File: src/design/hwr_pkg.sv
// Purpose: constants and types for the halt, wake-up and reset controller
// Assumes: 32-bit APB, word-aligned registers
// Notes:   register offsets are byte addresses
package hwr_pkg;

  // ---------------------------------------------------------------------------
  // register map
  // ---------------------------------------------------------------------------
  localparam logic [7:0] HWR_OFF_WDSEL   = 8'h00;
  localparam logic [7:0] HWR_OFF_STATUS  = 8'h04;
  localparam logic [7:0] HWR_OFF_INTERRUPT_CONTROL    = 8'h08;
  localparam logic [7:0] HWR_OFF_T0C     = 8'h0C;
  localparam logic [7:0] HWR_OFF_T1C     = 8'h10;
  localparam logic [7:0] HWR_OFF_PAD     = 8'h14;
  localparam logic [7:0] HWR_OFF_PADIR   = 8'h18;
  localparam logic [7:0] HWR_OFF_PBD     = 8'h1C;
  localparam logic [7:0] HWR_OFF_PBDIR   = 8'h20;
  localparam logic [7:0] HWR_OFF_PFD     = 8'h24;
  localparam logic [7:0] HWR_OFF_DACC    = 8'h28;
  localparam logic [7:0] HWR_OFF_CHSEL   = 8'h2C;
  localparam logic [7:0] HWR_OFF_CMD     = 8'h30;
  localparam logic [7:0] HWR_OFF_CPU     = 8'h34;

  // ---------------------------------------------------------------------------
  // reset values
  // ---------------------------------------------------------------------------
  localparam logic [7:0] HWR_RST_WDSEL = 8'h07;
  localparam logic [7:0] HWR_RST_INTERRUPT_CONTROL  = 8'h00;
  localparam logic [7:0] HWR_RST_TC    = 8'h08;
  localparam logic [7:0] HWR_RST_PORT  = 8'hFF;
  localparam logic [1:0] HWR_RST_2B    = 2'h0;
  localparam logic [3:0] HWR_RST_CHSEL = 4'h0;
  localparam logic [7:0] HWR_INTERRUPT_CONTROL_MASK = 8'h6D;
  localparam int         HWR_TC_FORCE  = 3;

  // interrupt_control fields
  localparam int HWR_INTERRUPT_CONTROL_EMI = 0;
  localparam int HWR_INTERRUPT_CONTROL_E0  = 2;
  localparam int HWR_INTERRUPT_CONTROL_E1  = 3;
  localparam int HWR_INTERRUPT_CONTROL_F0  = 5;
  localparam int HWR_INTERRUPT_CONTROL_F1  = 6;

  // status fields: bit 5 timeout, bit 4 powerdown
  localparam int HWR_ST_TO  = 5;
  localparam int HWR_ST_PD  = 4;

  // command register bits (write one to act)
  localparam int HWR_CMD_HALT = 0;
  localparam int HWR_CMD_CLRW = 1;

  // ---------------------------------------------------------------------------
  // timing
  // ---------------------------------------------------------------------------
  localparam int HWR_STARTUP_TSYS = 1024;
  localparam int HWR_WAKE_EXTRA   = 1;

  typedef enum logic [3:0] {
    HWR_RUN   = 4'b0001,
    HWR_HALT  = 4'b0010,
    HWR_DELAY = 4'b0100,
    HWR_IACK  = 4'b1000
  } hwr_state_t;

  typedef enum logic [1:0] {
    HWR_RESUME_NEXT = 2'd0,
    HWR_RESUME_IRQ  = 2'd1,
    HWR_RESUME_WARM = 2'd2,
    HWR_RESUME_COLD = 2'd3
  } hwr_resume_t;

  typedef struct packed {
    logic        psel;
    logic        penable;
    logic        pwrite;
    logic [7:0]  paddr;
    logic [31:0] pwdata;
  } hwr_apb_req_t;

  typedef struct packed {
    logic        pready;
    logic        pslverr;
    logic [31:0] prdata;
  } hwr_apb_rsp_t;

endpackage

File: src/design/hwr_ctrl.sv
// Purpose: halt mode, wake-up, start-up delay and reset-cause control
// Assumes: pclk is the system clock; cpu_stop_o gates it while halted
// Notes:   the watchdog counter itself lives outside; wdt_* ports talk to it
//
// Contract
// halt stops system clock, watchdog keeps running
// state and ports frozen during halt
// halt clears watchdog and its prescaler
// halt sets powerdown, clears timeout flag
// halt output high while halted
// wake on reset, irq, port edge, watchdog
// powerdown flag cleared power-up and clear-watchdog
// watchdog wake zeroes only pc and sp
// per-bit port a wake enable option
// port wake resumes at next instruction
// irq wake vectors only if enabled, stack free
// 1024-cycle dummy period after every wake-up; a pin reset wake goes straight to run with no delay
// interrupt entry one extra cycle later
// flag pending at halt cannot wake
// timeout and powerdown encode reset cause
// start-up delay on power-up and wake, not pin
// chip reset: pc zero, irq off, ports input
// full reset loads documented register values
// warm reset keeps registers, forces timer bit3
// watchdog overflow in run: chip reset, timeout
// delay counter on restarted clock, full count
//
// Local design decisions: the register offsets and the APB register port.
`timescale 1ns/1ps
`default_nettype none
module hwr_ctrl
  import hwr_pkg::*;
#(
  parameter int          STARTUP_CYCLES = HWR_STARTUP_TSYS,
  parameter logic [7:0]  PA_WAKE_OPTION = 8'hFF
)(
  input  wire logic         pclk,
  input  wire logic         presetn,
  input  wire hwr_apb_req_t apb_req,
  output hwr_apb_rsp_t      apb_rsp,
  input  wire logic         external_reset_pin_n,
  input  wire logic [7:0]   port_a_pins,
  input  wire logic         wdt_overflow,
  input  wire logic [1:0]   irq_event,
  input  wire logic         stack_full,
  output logic              wdt_clear,
  output logic              halt_out,
  output logic              cpu_stop_o,
  output logic              pc_sp_reset,
  output logic              chip_reset,
  output logic              irq_vector_req,
  output logic [7:0]        port_a_oe,
  output logic [7:0]        port_b_oe
);

  // ---------------------------------------------------------------------------
  // parameter checks
  // ---------------------------------------------------------------------------
  localparam int CW = $clog2(STARTUP_CYCLES + HWR_WAKE_EXTRA + 1);
  if (STARTUP_CYCLES < 1)
  begin : g_bad
    $error("startup cycles must be at least one");
  end

  if (HWR_TC_FORCE > 7 || HWR_INTERRUPT_CONTROL_F1 > 7)
  begin : g_bad_field
    $error("register field outside the 8-bit registers");
  end

  localparam logic [CW-1:0] DLY_LAST = CW'(STARTUP_CYCLES - 1);

  hwr_state_t    state_q;
  hwr_resume_t   resume_q;
  logic [CW-1:0] dly_q;
  logic [7:0]    wdsel_q;
  logic [5:0]    status_q;
  logic [7:0]    interrupt_control_q;
  logic [7:0]    t0c_q;
  logic [7:0]    t1c_q;
  logic [7:0]    pad_q;
  logic [7:0]    padir_q;
  logic [7:0]    pbd_q;
  logic [7:0]    pbdir_q;
  logic [1:0]    pfd_q;
  logic [1:0]    dacc_q;
  logic [3:0]    chsel_q;
  logic [7:0]    pa_prev_q;
  logic [1:0]    irq_block_q;
  logic          pin_prev_q;
  logic          halt_cmd;
  logic          clrw_cmd;
  logic          wr;
  logic          rd;
  logic          pin_fall;
  logic          pa_wake;
  logic          irq_wake;
  logic          wdt_wake;
  logic          wake;
  logic          wdt_run_rst;
  logic          full_rst;
  logic          irq_en_any;
  logic          halted;

  function automatic logic hit(input logic [7:0] off);
    return apb_req.paddr == off;
  endfunction

  // ---------------------------------------------------------------------------
  // interrupt flags
  // ---------------------------------------------------------------------------
  // a timer request that lands with a software write of the control
  // register is kept: the hardware set wins
  function automatic logic [7:0] set_irq_flags(input logic [7:0] cur, input logic [1:0] evt);
    logic [7:0] res;
    res              = cur;
    res[HWR_INTERRUPT_CONTROL_F0] = cur[HWR_INTERRUPT_CONTROL_F0] | evt[0];
    res[HWR_INTERRUPT_CONTROL_F1] = cur[HWR_INTERRUPT_CONTROL_F1] | evt[1];
    return res;
  endfunction

  assign wr = apb_req.psel & apb_req.penable & apb_req.pwrite;
  assign rd = apb_req.psel & ~apb_req.pwrite;
  assign halt_cmd = wr & hit(HWR_OFF_CMD) & apb_req.pwdata[HWR_CMD_HALT] & (state_q == HWR_RUN);
  assign clrw_cmd = wr & hit(HWR_OFF_CMD) & apb_req.pwdata[HWR_CMD_CLRW];
  assign halted   = (state_q == HWR_HALT);

  // ---------------------------------------------------------------------------
  // wake sources
  // ---------------------------------------------------------------------------
  assign pin_fall = pin_prev_q & ~external_reset_pin_n;
  assign pa_wake  = |(pa_prev_q & ~port_a_pins & PA_WAKE_OPTION);
  assign irq_wake = |(irq_event & ~irq_block_q);
  assign wdt_wake = halted & wdt_overflow;
  assign wake     = halted & (pa_wake | irq_wake | wdt_overflow);
  assign wdt_run_rst = (state_q != HWR_HALT) & wdt_overflow;
  // pin reset, either state, and run-time watchdog reset re-initialise
  assign full_rst = pin_fall | wdt_run_rst;
  assign irq_en_any = interrupt_control_q[HWR_INTERRUPT_CONTROL_EMI] &
                      ((irq_event[0] & interrupt_control_q[HWR_INTERRUPT_CONTROL_E0]) | (irq_event[1] & interrupt_control_q[HWR_INTERRUPT_CONTROL_E1]));

  // ---------------------------------------------------------------------------
  // sequencer
  // ---------------------------------------------------------------------------
  always_ff @(posedge pclk or negedge presetn)
  begin
    if (!presetn)
    begin
      state_q  <= HWR_DELAY;
      resume_q <= HWR_RESUME_COLD;
      dly_q    <= '0;
    end
    // a pin reset overrides every state and skips the start-up delay
    else if (pin_fall)
    begin
      state_q  <= HWR_RUN;
      resume_q <= HWR_RESUME_COLD;
      dly_q    <= '0;
    end
    else
    begin
      case (state_q)
        HWR_RUN:
        begin
          if (halt_cmd)
            state_q <= HWR_HALT;
        end
        HWR_HALT:
        begin
          if (wake)
          begin
            state_q <= HWR_DELAY;
            dly_q   <= '0;
            if (wdt_wake)
              resume_q <= HWR_RESUME_WARM;
            else if (irq_wake & irq_en_any & ~stack_full)
              resume_q <= HWR_RESUME_IRQ;
            else
              resume_q <= HWR_RESUME_NEXT;
          end
        end
        HWR_DELAY:
        begin
          dly_q <= dly_q + CW'(1);
          if (dly_q == DLY_LAST)
          begin
            dly_q   <= '0;
            state_q <= (resume_q == HWR_RESUME_IRQ) ? HWR_IACK : HWR_RUN;
          end
        end
        HWR_IACK:
          state_q <= HWR_RUN;
        default:
          state_q <= HWR_RUN;
      endcase
    end
  end

  // ---------------------------------------------------------------------------
  // edge history and halt-entry irq snapshot
  // ---------------------------------------------------------------------------
  always_ff @(posedge pclk or negedge presetn)
  begin
    if (!presetn)
    begin
      // idle-high history, so no false edge follows reset
      pin_prev_q  <= 1'b1;
      pa_prev_q   <= HWR_RST_PORT;
      irq_block_q <= '0;
    end
    else
    begin
      pin_prev_q <= external_reset_pin_n;
      pa_prev_q  <= port_a_pins;
      if (halt_cmd)
        irq_block_q <= {interrupt_control_q[HWR_INTERRUPT_CONTROL_F1], interrupt_control_q[HWR_INTERRUPT_CONTROL_F0]};
    end
  end

  // ---------------------------------------------------------------------------
  // status flags
  // ---------------------------------------------------------------------------
  always_ff @(posedge pclk or negedge presetn)
  begin
    if (!presetn)
      status_q <= '0;
    else
    begin
      if (wr & hit(HWR_OFF_STATUS))
        status_q[3:0] <= apb_req.pwdata[3:0];
      // events take priority over the clear-watchdog command
      if (halt_cmd)
      begin
        status_q[HWR_ST_PD] <= 1'b1;
        status_q[HWR_ST_TO] <= 1'b0;
      end
      else if (wdt_wake)
      begin
        status_q[HWR_ST_TO] <= 1'b1;
        status_q[HWR_ST_PD] <= 1'b1;
      end
      else if (wdt_run_rst)
        status_q[HWR_ST_TO] <= 1'b1;
      else if (pin_fall & halted)
      begin
        status_q[HWR_ST_TO] <= 1'b0;
        status_q[HWR_ST_PD] <= 1'b1;
      end
      else if (clrw_cmd)
      begin
        status_q[HWR_ST_PD] <= 1'b0;
        status_q[HWR_ST_TO] <= 1'b0;
      end
    end
  end

  // ---------------------------------------------------------------------------
  // special registers; writes blocked while halted
  // ---------------------------------------------------------------------------
  always_ff @(posedge pclk or negedge presetn)
  begin
    if (!presetn)
    begin
      wdsel_q <= HWR_RST_WDSEL;
      interrupt_control_q  <= HWR_RST_INTERRUPT_CONTROL;
      t0c_q   <= HWR_RST_TC;
      t1c_q   <= HWR_RST_TC;
      pad_q   <= HWR_RST_PORT;
      padir_q <= HWR_RST_PORT;
      pbd_q   <= HWR_RST_PORT;
      pbdir_q <= HWR_RST_PORT;
      pfd_q   <= HWR_RST_2B;
      dacc_q  <= HWR_RST_2B;
      chsel_q <= HWR_RST_CHSEL;
    end
    // voice channel select keeps its value here; only power-up clears it
    else if (full_rst)
    begin
      wdsel_q <= HWR_RST_WDSEL;
      interrupt_control_q  <= HWR_RST_INTERRUPT_CONTROL;
      t0c_q   <= HWR_RST_TC;
      t1c_q   <= HWR_RST_TC;
      pad_q   <= HWR_RST_PORT;
      padir_q <= HWR_RST_PORT;
      pbd_q   <= HWR_RST_PORT;
      pbdir_q <= HWR_RST_PORT;
      pfd_q   <= HWR_RST_2B;
      dacc_q  <= HWR_RST_2B;
    end
    else if (wdt_wake)
    begin
      t0c_q[HWR_TC_FORCE] <= 1'b1;
      t1c_q[HWR_TC_FORCE] <= 1'b1;
    end
    else
    begin
      interrupt_control_q <= set_irq_flags(interrupt_control_q, irq_event);
      if (wr & ~halted)
      begin
        if (hit(HWR_OFF_WDSEL)) wdsel_q <= apb_req.pwdata[7:0];
        if (hit(HWR_OFF_INTERRUPT_CONTROL))
          interrupt_control_q <= set_irq_flags(apb_req.pwdata[7:0] & HWR_INTERRUPT_CONTROL_MASK, irq_event);
        if (hit(HWR_OFF_T0C))   t0c_q   <= apb_req.pwdata[7:0];
        if (hit(HWR_OFF_T1C))   t1c_q   <= apb_req.pwdata[7:0];
        if (hit(HWR_OFF_PAD))   pad_q   <= apb_req.pwdata[7:0];
        if (hit(HWR_OFF_PADIR)) padir_q <= apb_req.pwdata[7:0];
        if (hit(HWR_OFF_PBD))   pbd_q   <= apb_req.pwdata[7:0];
        if (hit(HWR_OFF_PBDIR)) pbdir_q <= apb_req.pwdata[7:0];
        if (hit(HWR_OFF_PFD))   pfd_q   <= apb_req.pwdata[1:0];
        if (hit(HWR_OFF_DACC))  dacc_q  <= apb_req.pwdata[1:0];
        if (hit(HWR_OFF_CHSEL)) chsel_q <= apb_req.pwdata[3:0];
      end
    end
  end

  // ---------------------------------------------------------------------------
  // outputs toward core and watchdog
  // ---------------------------------------------------------------------------
  always_ff @(posedge pclk or negedge presetn)
  begin
    if (!presetn)
    begin
      wdt_clear      <= 1'b1;
      pc_sp_reset    <= 1'b1;
      chip_reset     <= 1'b1;
      irq_vector_req <= 1'b0;
    end
    else
    begin
      wdt_clear      <= halt_cmd | full_rst | clrw_cmd;
      pc_sp_reset    <= full_rst | wdt_wake;
      chip_reset     <= full_rst;
      irq_vector_req <= (state_q == HWR_IACK);
    end
  end

  assign halt_out   = halted;
  assign cpu_stop_o = (state_q != HWR_RUN);
  // a one in the direction register means input, so drive only on zero
  assign port_a_oe  = ~padir_q;
  assign port_b_oe  = ~pbdir_q;

  // ---------------------------------------------------------------------------
  // apb read path, zero wait states
  // ---------------------------------------------------------------------------
  always_comb
  begin
    apb_rsp.pready  = 1'b1;
    apb_rsp.pslverr = 1'b0;
    apb_rsp.prdata  = '0;
    if (rd)
    begin
      case (apb_req.paddr)
        HWR_OFF_WDSEL:  apb_rsp.prdata[7:0] = wdsel_q;
        HWR_OFF_STATUS: apb_rsp.prdata[5:0] = status_q;
        HWR_OFF_INTERRUPT_CONTROL:   apb_rsp.prdata[7:0] = interrupt_control_q & HWR_INTERRUPT_CONTROL_MASK;
        HWR_OFF_T0C:    apb_rsp.prdata[7:0] = t0c_q;
        HWR_OFF_T1C:    apb_rsp.prdata[7:0] = t1c_q;
        HWR_OFF_PAD:    apb_rsp.prdata[7:0] = pad_q;
        HWR_OFF_PADIR:  apb_rsp.prdata[7:0] = padir_q;
        HWR_OFF_PBD:    apb_rsp.prdata[7:0] = pbd_q;
        HWR_OFF_PBDIR:  apb_rsp.prdata[7:0] = pbdir_q;
        HWR_OFF_PFD:    apb_rsp.prdata[1:0] = pfd_q;
        HWR_OFF_DACC:   apb_rsp.prdata[1:0] = dacc_q;
        HWR_OFF_CHSEL:  apb_rsp.prdata[3:0] = chsel_q;
        HWR_OFF_CMD:    apb_rsp.prdata      = '0;
        HWR_OFF_CPU:    apb_rsp.prdata[3:0] = state_q;
        default:        apb_rsp.pslverr     = apb_req.penable;
      endcase
    end
    else if (apb_req.psel & ~hit(HWR_OFF_CMD) & ~(apb_req.paddr <= HWR_OFF_CHSEL & apb_req.paddr[1:0] == 2'b00))
      apb_rsp.pslverr = apb_req.penable;
  end

endmodule // hwr_ctrl
`default_nettype wire

File: config.mk
export PLATFORM = sky130hd
export DESIGN_NAME = hwr_ctrl
export DESIGN_NICKNAME = d
export VERILOG_FILES = /design/src/design/hwr_pkg.sv /design/src/design/hwr_ctrl.sv
export SDC_FILE = /design/constraint.sdc
export NUM_CORES = 1
export LEC_CHECK = 0
export ABC_AREA = 1
export BUFFER_PORTS_ARGS = -buffer_cell sky130_fd_sc_hd__buf_2
export CAP_MARGIN = 20
export CORE_AREA = 8 8 93 158
export CTS_CLUSTER_DIAMETER = 30
export DETAILED_ROUTE_END_ITERATION = 16
export DIE_AREA = 0 0 101 166
export MAX_ROUTING_LAYER = met4
export PLACE_DENSITY_LB_ADDON = 0.15
export SYNTH_ARGS = -nofsm -noshare
export SYNTH_HDL_FRONTEND = slang
export SYNTH_SLANG_ARGS = --single-unit
File: constraint.sdc
create_clock -name pclk -period 2.89 [get_ports pclk]
set_clock_uncertainty 0.1 [all_clocks]
set_input_delay 0.578 -clock pclk [delete_from_list [all_inputs] [get_ports pclk]]
set_output_delay 0.578 -clock pclk [all_outputs]
set_load 0.02 [all_outputs]
==> results list <==
- After layout, the minimum clock period comes to 2.69 ns.
* Top post-synthesis cells by area: dfrtp_1 24%, dfstp_2 24%, nand2_1 11%
- Highest clock frequency the design can meet: 0.371 GHz
* Maximum number of pins on one net before global-route repair: 43
- In this run the number of H-tree levels came out at 3.
* Layout-stage area growth over the synthesis result: 14.9%
* Global-route usage over all layers: 19.9%
- Run status: finished, final reports clean
* Remaining antenna violation count after routing: 0
- Setup TNS: 0 ns
* Critical-path cell list: buf_2, nor2_4, nand2_1, inv_1, nand2_1, buf_4, o21ai_0, nor2_1, nand2_1, nor2_1, nor2_1, buf_2
* IO buf count: 64
- Area of the mapped netlist: 5670 um2
* R2R cell count: 8
* Synth top area share: 24.3%
- Max-capacitance violation count: 0
- Summing the areas of all fa, ha and maj instances in the mapped netlist gives 0.221% of the synthesized area.
* Final-report setup violation count: 0
- CTS placed an instance of clkbuf_16 at the clock tree root.
- For the worst setup path, the data arrival time is 2.01 ns.
- After detailed routing, the number of remaining DRC violations is 0.
- Router iterations before antenna repair: 5
- After layout, the worst path uses 93.2% of the clock period.
- The first global-routing pass estimated 25100 um of wire.
* Remaining Overflow, GRT: 0
- Summing the sequential cell areas from Yosys gives 48.3% of the chip area.
- Final Total Pwr: 3880 uW
* Number of clock buffers inserted by TritonCTS: 9
- Summing the areas of all and, or, nand and nor instances in the mapped netlist gives 28.0% of the synthesized area.
* Max Root-Sink Buffers: 2
- Fill cell instance count of the final layout: 1286
- Of the total synthesized cell area, the portion taken by XOR and XNOR cells is 0.618%.
- The max-slew violation count came to 0.
- In the final design database the tool counted 871 nets.
- Once the clock tree was built, the resizer swapped 0 gates to a different size.
* Register Area: 2740 um2
- Ratio of total power to cell area: 595 nW/um2
* Iter 0 DRT Violations: 230
- Summing all multi-input logic gate instances after layout gives 2450 um2.
* Number of placed I/O pins: 114
- Mean routed wirelength per cell: 15.6 um
* Type of destination of the critical path: primary output
* Number of setup buffers added after CTS: 0
- After synthesis, the netlist uses 38 different library cells.
* Synthesized instance count: 727
* Wire length after detailed routing: 15400 um
- On the worst path, the slowest cell contributes a delay of 0.18 ns.
- The number of hold-slack violations in the final timing report is 0.
- Via total after detailed routing: 4926
- Final HPWL from detailed placement: 12300 um
- For this design the static power due to leakage is 0.00321 uW.
* Average cell area after synthesis: 7.80 um2
- After floorplanning, the core was divided into 55 placement rows.
* Clock tree from TritonCTS: yes
* Overall die height: 166 um
- The number of antenna violations at the first check in global routing came to 0.
- VDD sags by at most 395 uV.
* Number of buffers inserted by hold repair at cts: 0
- STA puts the critical path data required time at 2.21 ns.
* Critical-path top delay cell: buf_4
- Effective utilization at floorplan: 44.8%
* Number of global-route vias before repair: 5108
- Via density per instance: 4.99
- Worst setup path category: in -> out
* Synthesis-stage register bit count: 107
* Chip Width: 101 um
- Die area: 16800 um2
- Placer congestion estimate: 0.877
- Synthesis Warnings: 0
- Summing the areas of all compound-gate instances in the mapped netlist gives 12.5% of the synthesized area.
- Type of the tightest min-delay check: in -> async
- dfrtp_1 takes more of the synthesized area than any other cell.
* Number of antenna diodes: 0
* Worst-Margin Slew: 0.644 ns
- Rel. slew slack: 57.1%
* Maximum fanout count along the critical path: 6
- Mux share of post-synthesis cell area: 0%
- In this run the standard cell core region covers 12700 um2.
- Clock edge transition at the registers on the reported setup and hold paths: 0.08 ns
- For this design, the sink count on the clock tree is 107.
- RSZ-0062 raised after global routing: no
* CP Launch Type: input pin
* Main combinational cell family by area after synthesis: simple AND/OR/NAND/NOR gates
- Layout cell share with drive strength beyond 1: 23.0%
* Worst-Skew Late Latency: 0.35 ns
==> worst paths after layout <==
| kind | startpoint | endpoint | slack (ns) |
|---|---|---|---|
| min reg2reg | t0c_q[6] | t0c_q[6] | 0.39 |
| min | presetn | dacc_q[0] | 0.11 |
| min in group pclk | port_a_pins[2] | pa_prev_q[2] | 0.22 |
| max | apb_req[33] | apb_rsp[3] | 0.20 |
| max in group asynchronous | presetn | pad_q[4] | 1.77 |
| max reg2reg | state_q[3] | t0c_q[1] | 0.72 |
==> flip-flops by register name, indices dropped and copies added (netlist names) <==
register / count
dly_q: 11
pa_prev_q: 8
pad_q: 8
padir_q: 8
pbd_q: 8
pbdir_q: 8
t0c_q: 8
t1c_q: 8
wdsel_q: 8
status_q: 6
interrupt_control_q: 5
chsel_q: 4
state_q: 4
dacc_q: 2
irq_block_q: 2
pfd_q: 2
resume_q: 2
chip_reset: 1
irq_vector_req: 1
pc_sp_reset: 1
pin_prev_q: 1
wdt_clear: 1
==> synthesized netlist by cell type, drive strengths merged <==
cell type	instances
a21oi	47
conb	2
o31ai	1
nand4	9
ha	1
o22ai	3
buf	36
a21boi	1
o211ai	6
o21ai	66
nand3b	3
a31oi	2
xor2	2
o2111ai	1
a21o	1
inv	83
xnor2	2
dfstp	52
nand3	44
o21a	1
nand2	176
clkinv	1
dfrtp	55
nor2	127
nor3	5
==> placed cells by master, fill, tap and decap left out, types with 4 or more instances in the layout <==
cell type,synthesis,final
dfrtp_1,55,55
conb_1,2,25
a21oi_1,47,47
nand2_2,3,4
nand3_1,43,43
nor3_1,5,5
nor2_1,107,105
inv_1,81,81
nor2_2,12,14
dfstp_2,52,52
o21ai_0,61,61
o211ai_1,6,6
clkbuf_16,0,9
buf_4,29,23
nand2_1,172,171
nor2_4,7,7
buf_2,6,63
nand4_1,9,9
==> metal layers <==
layer	routed length (um)	part of all wire [%]	track usage, %	vias to the layer above
li1	-	-	-	2447
met1	5650	37	19.7	2295
met2	8460	55	36.1	150
met3	758	4.9	3.32	34
met4	573	3.7	9.46	0
met5	0	0	-	-
==> cell families (layout without fill, tap and decap cells) <==
logic type,after synthesis,in the layout
other cells,2,25
flops,107,107
fa+ha+maj,1,1
simple gates,364,364
compound gates,129,129
buf+inv,120,187
xor+xnor,4,4
==> critical path, delay by kind of cell <==
kind / cells / cell delay [ns]
AOI/OAI and AO/OA: 1 / 0.18
buffers and inverters: 4 / 0.60
and+or+nand+nor: 7 / 0.65
==> where the power goes <==
group          leakage [uW]  internal (uW)  switching (uW)
Combinational       0.00181            227             568
Clock              0.000138            604             594
Sequential          0.00127           1770             116
==> metrics by stage <==
stage / worst slack (ns) / hold WS (ns) / cell area [um2] / cells / utilization [%]
after CTS: 0.128 / 0.124 / 6510 / 988 / 51.4
after floorplan: 0.402 / 0.182 / 5760 / 750 / -
after global placement: 0.123 / 0.368 / 6220 / 972 / 49.1
after global routing: 0.00840 / 0.151 / 6520 / 988 / 51.5
final: 0.197 / 0.114 / 6520 / 988 / 51.5
after detailed placement: 0.127 / 0.374 / 6220 / 972 / 49.1
==> layout make-up <==
class	count	share of cell area [%]
clock buffers	10	3.51
clock inverters	6	0.902
inverters	84	4.88
multi-input cells	523	37.6
flip-flops and latches	107	42.1
well taps	171	3.28
repair buffers	87	7.79
Power figures use the tool's default switching activity.
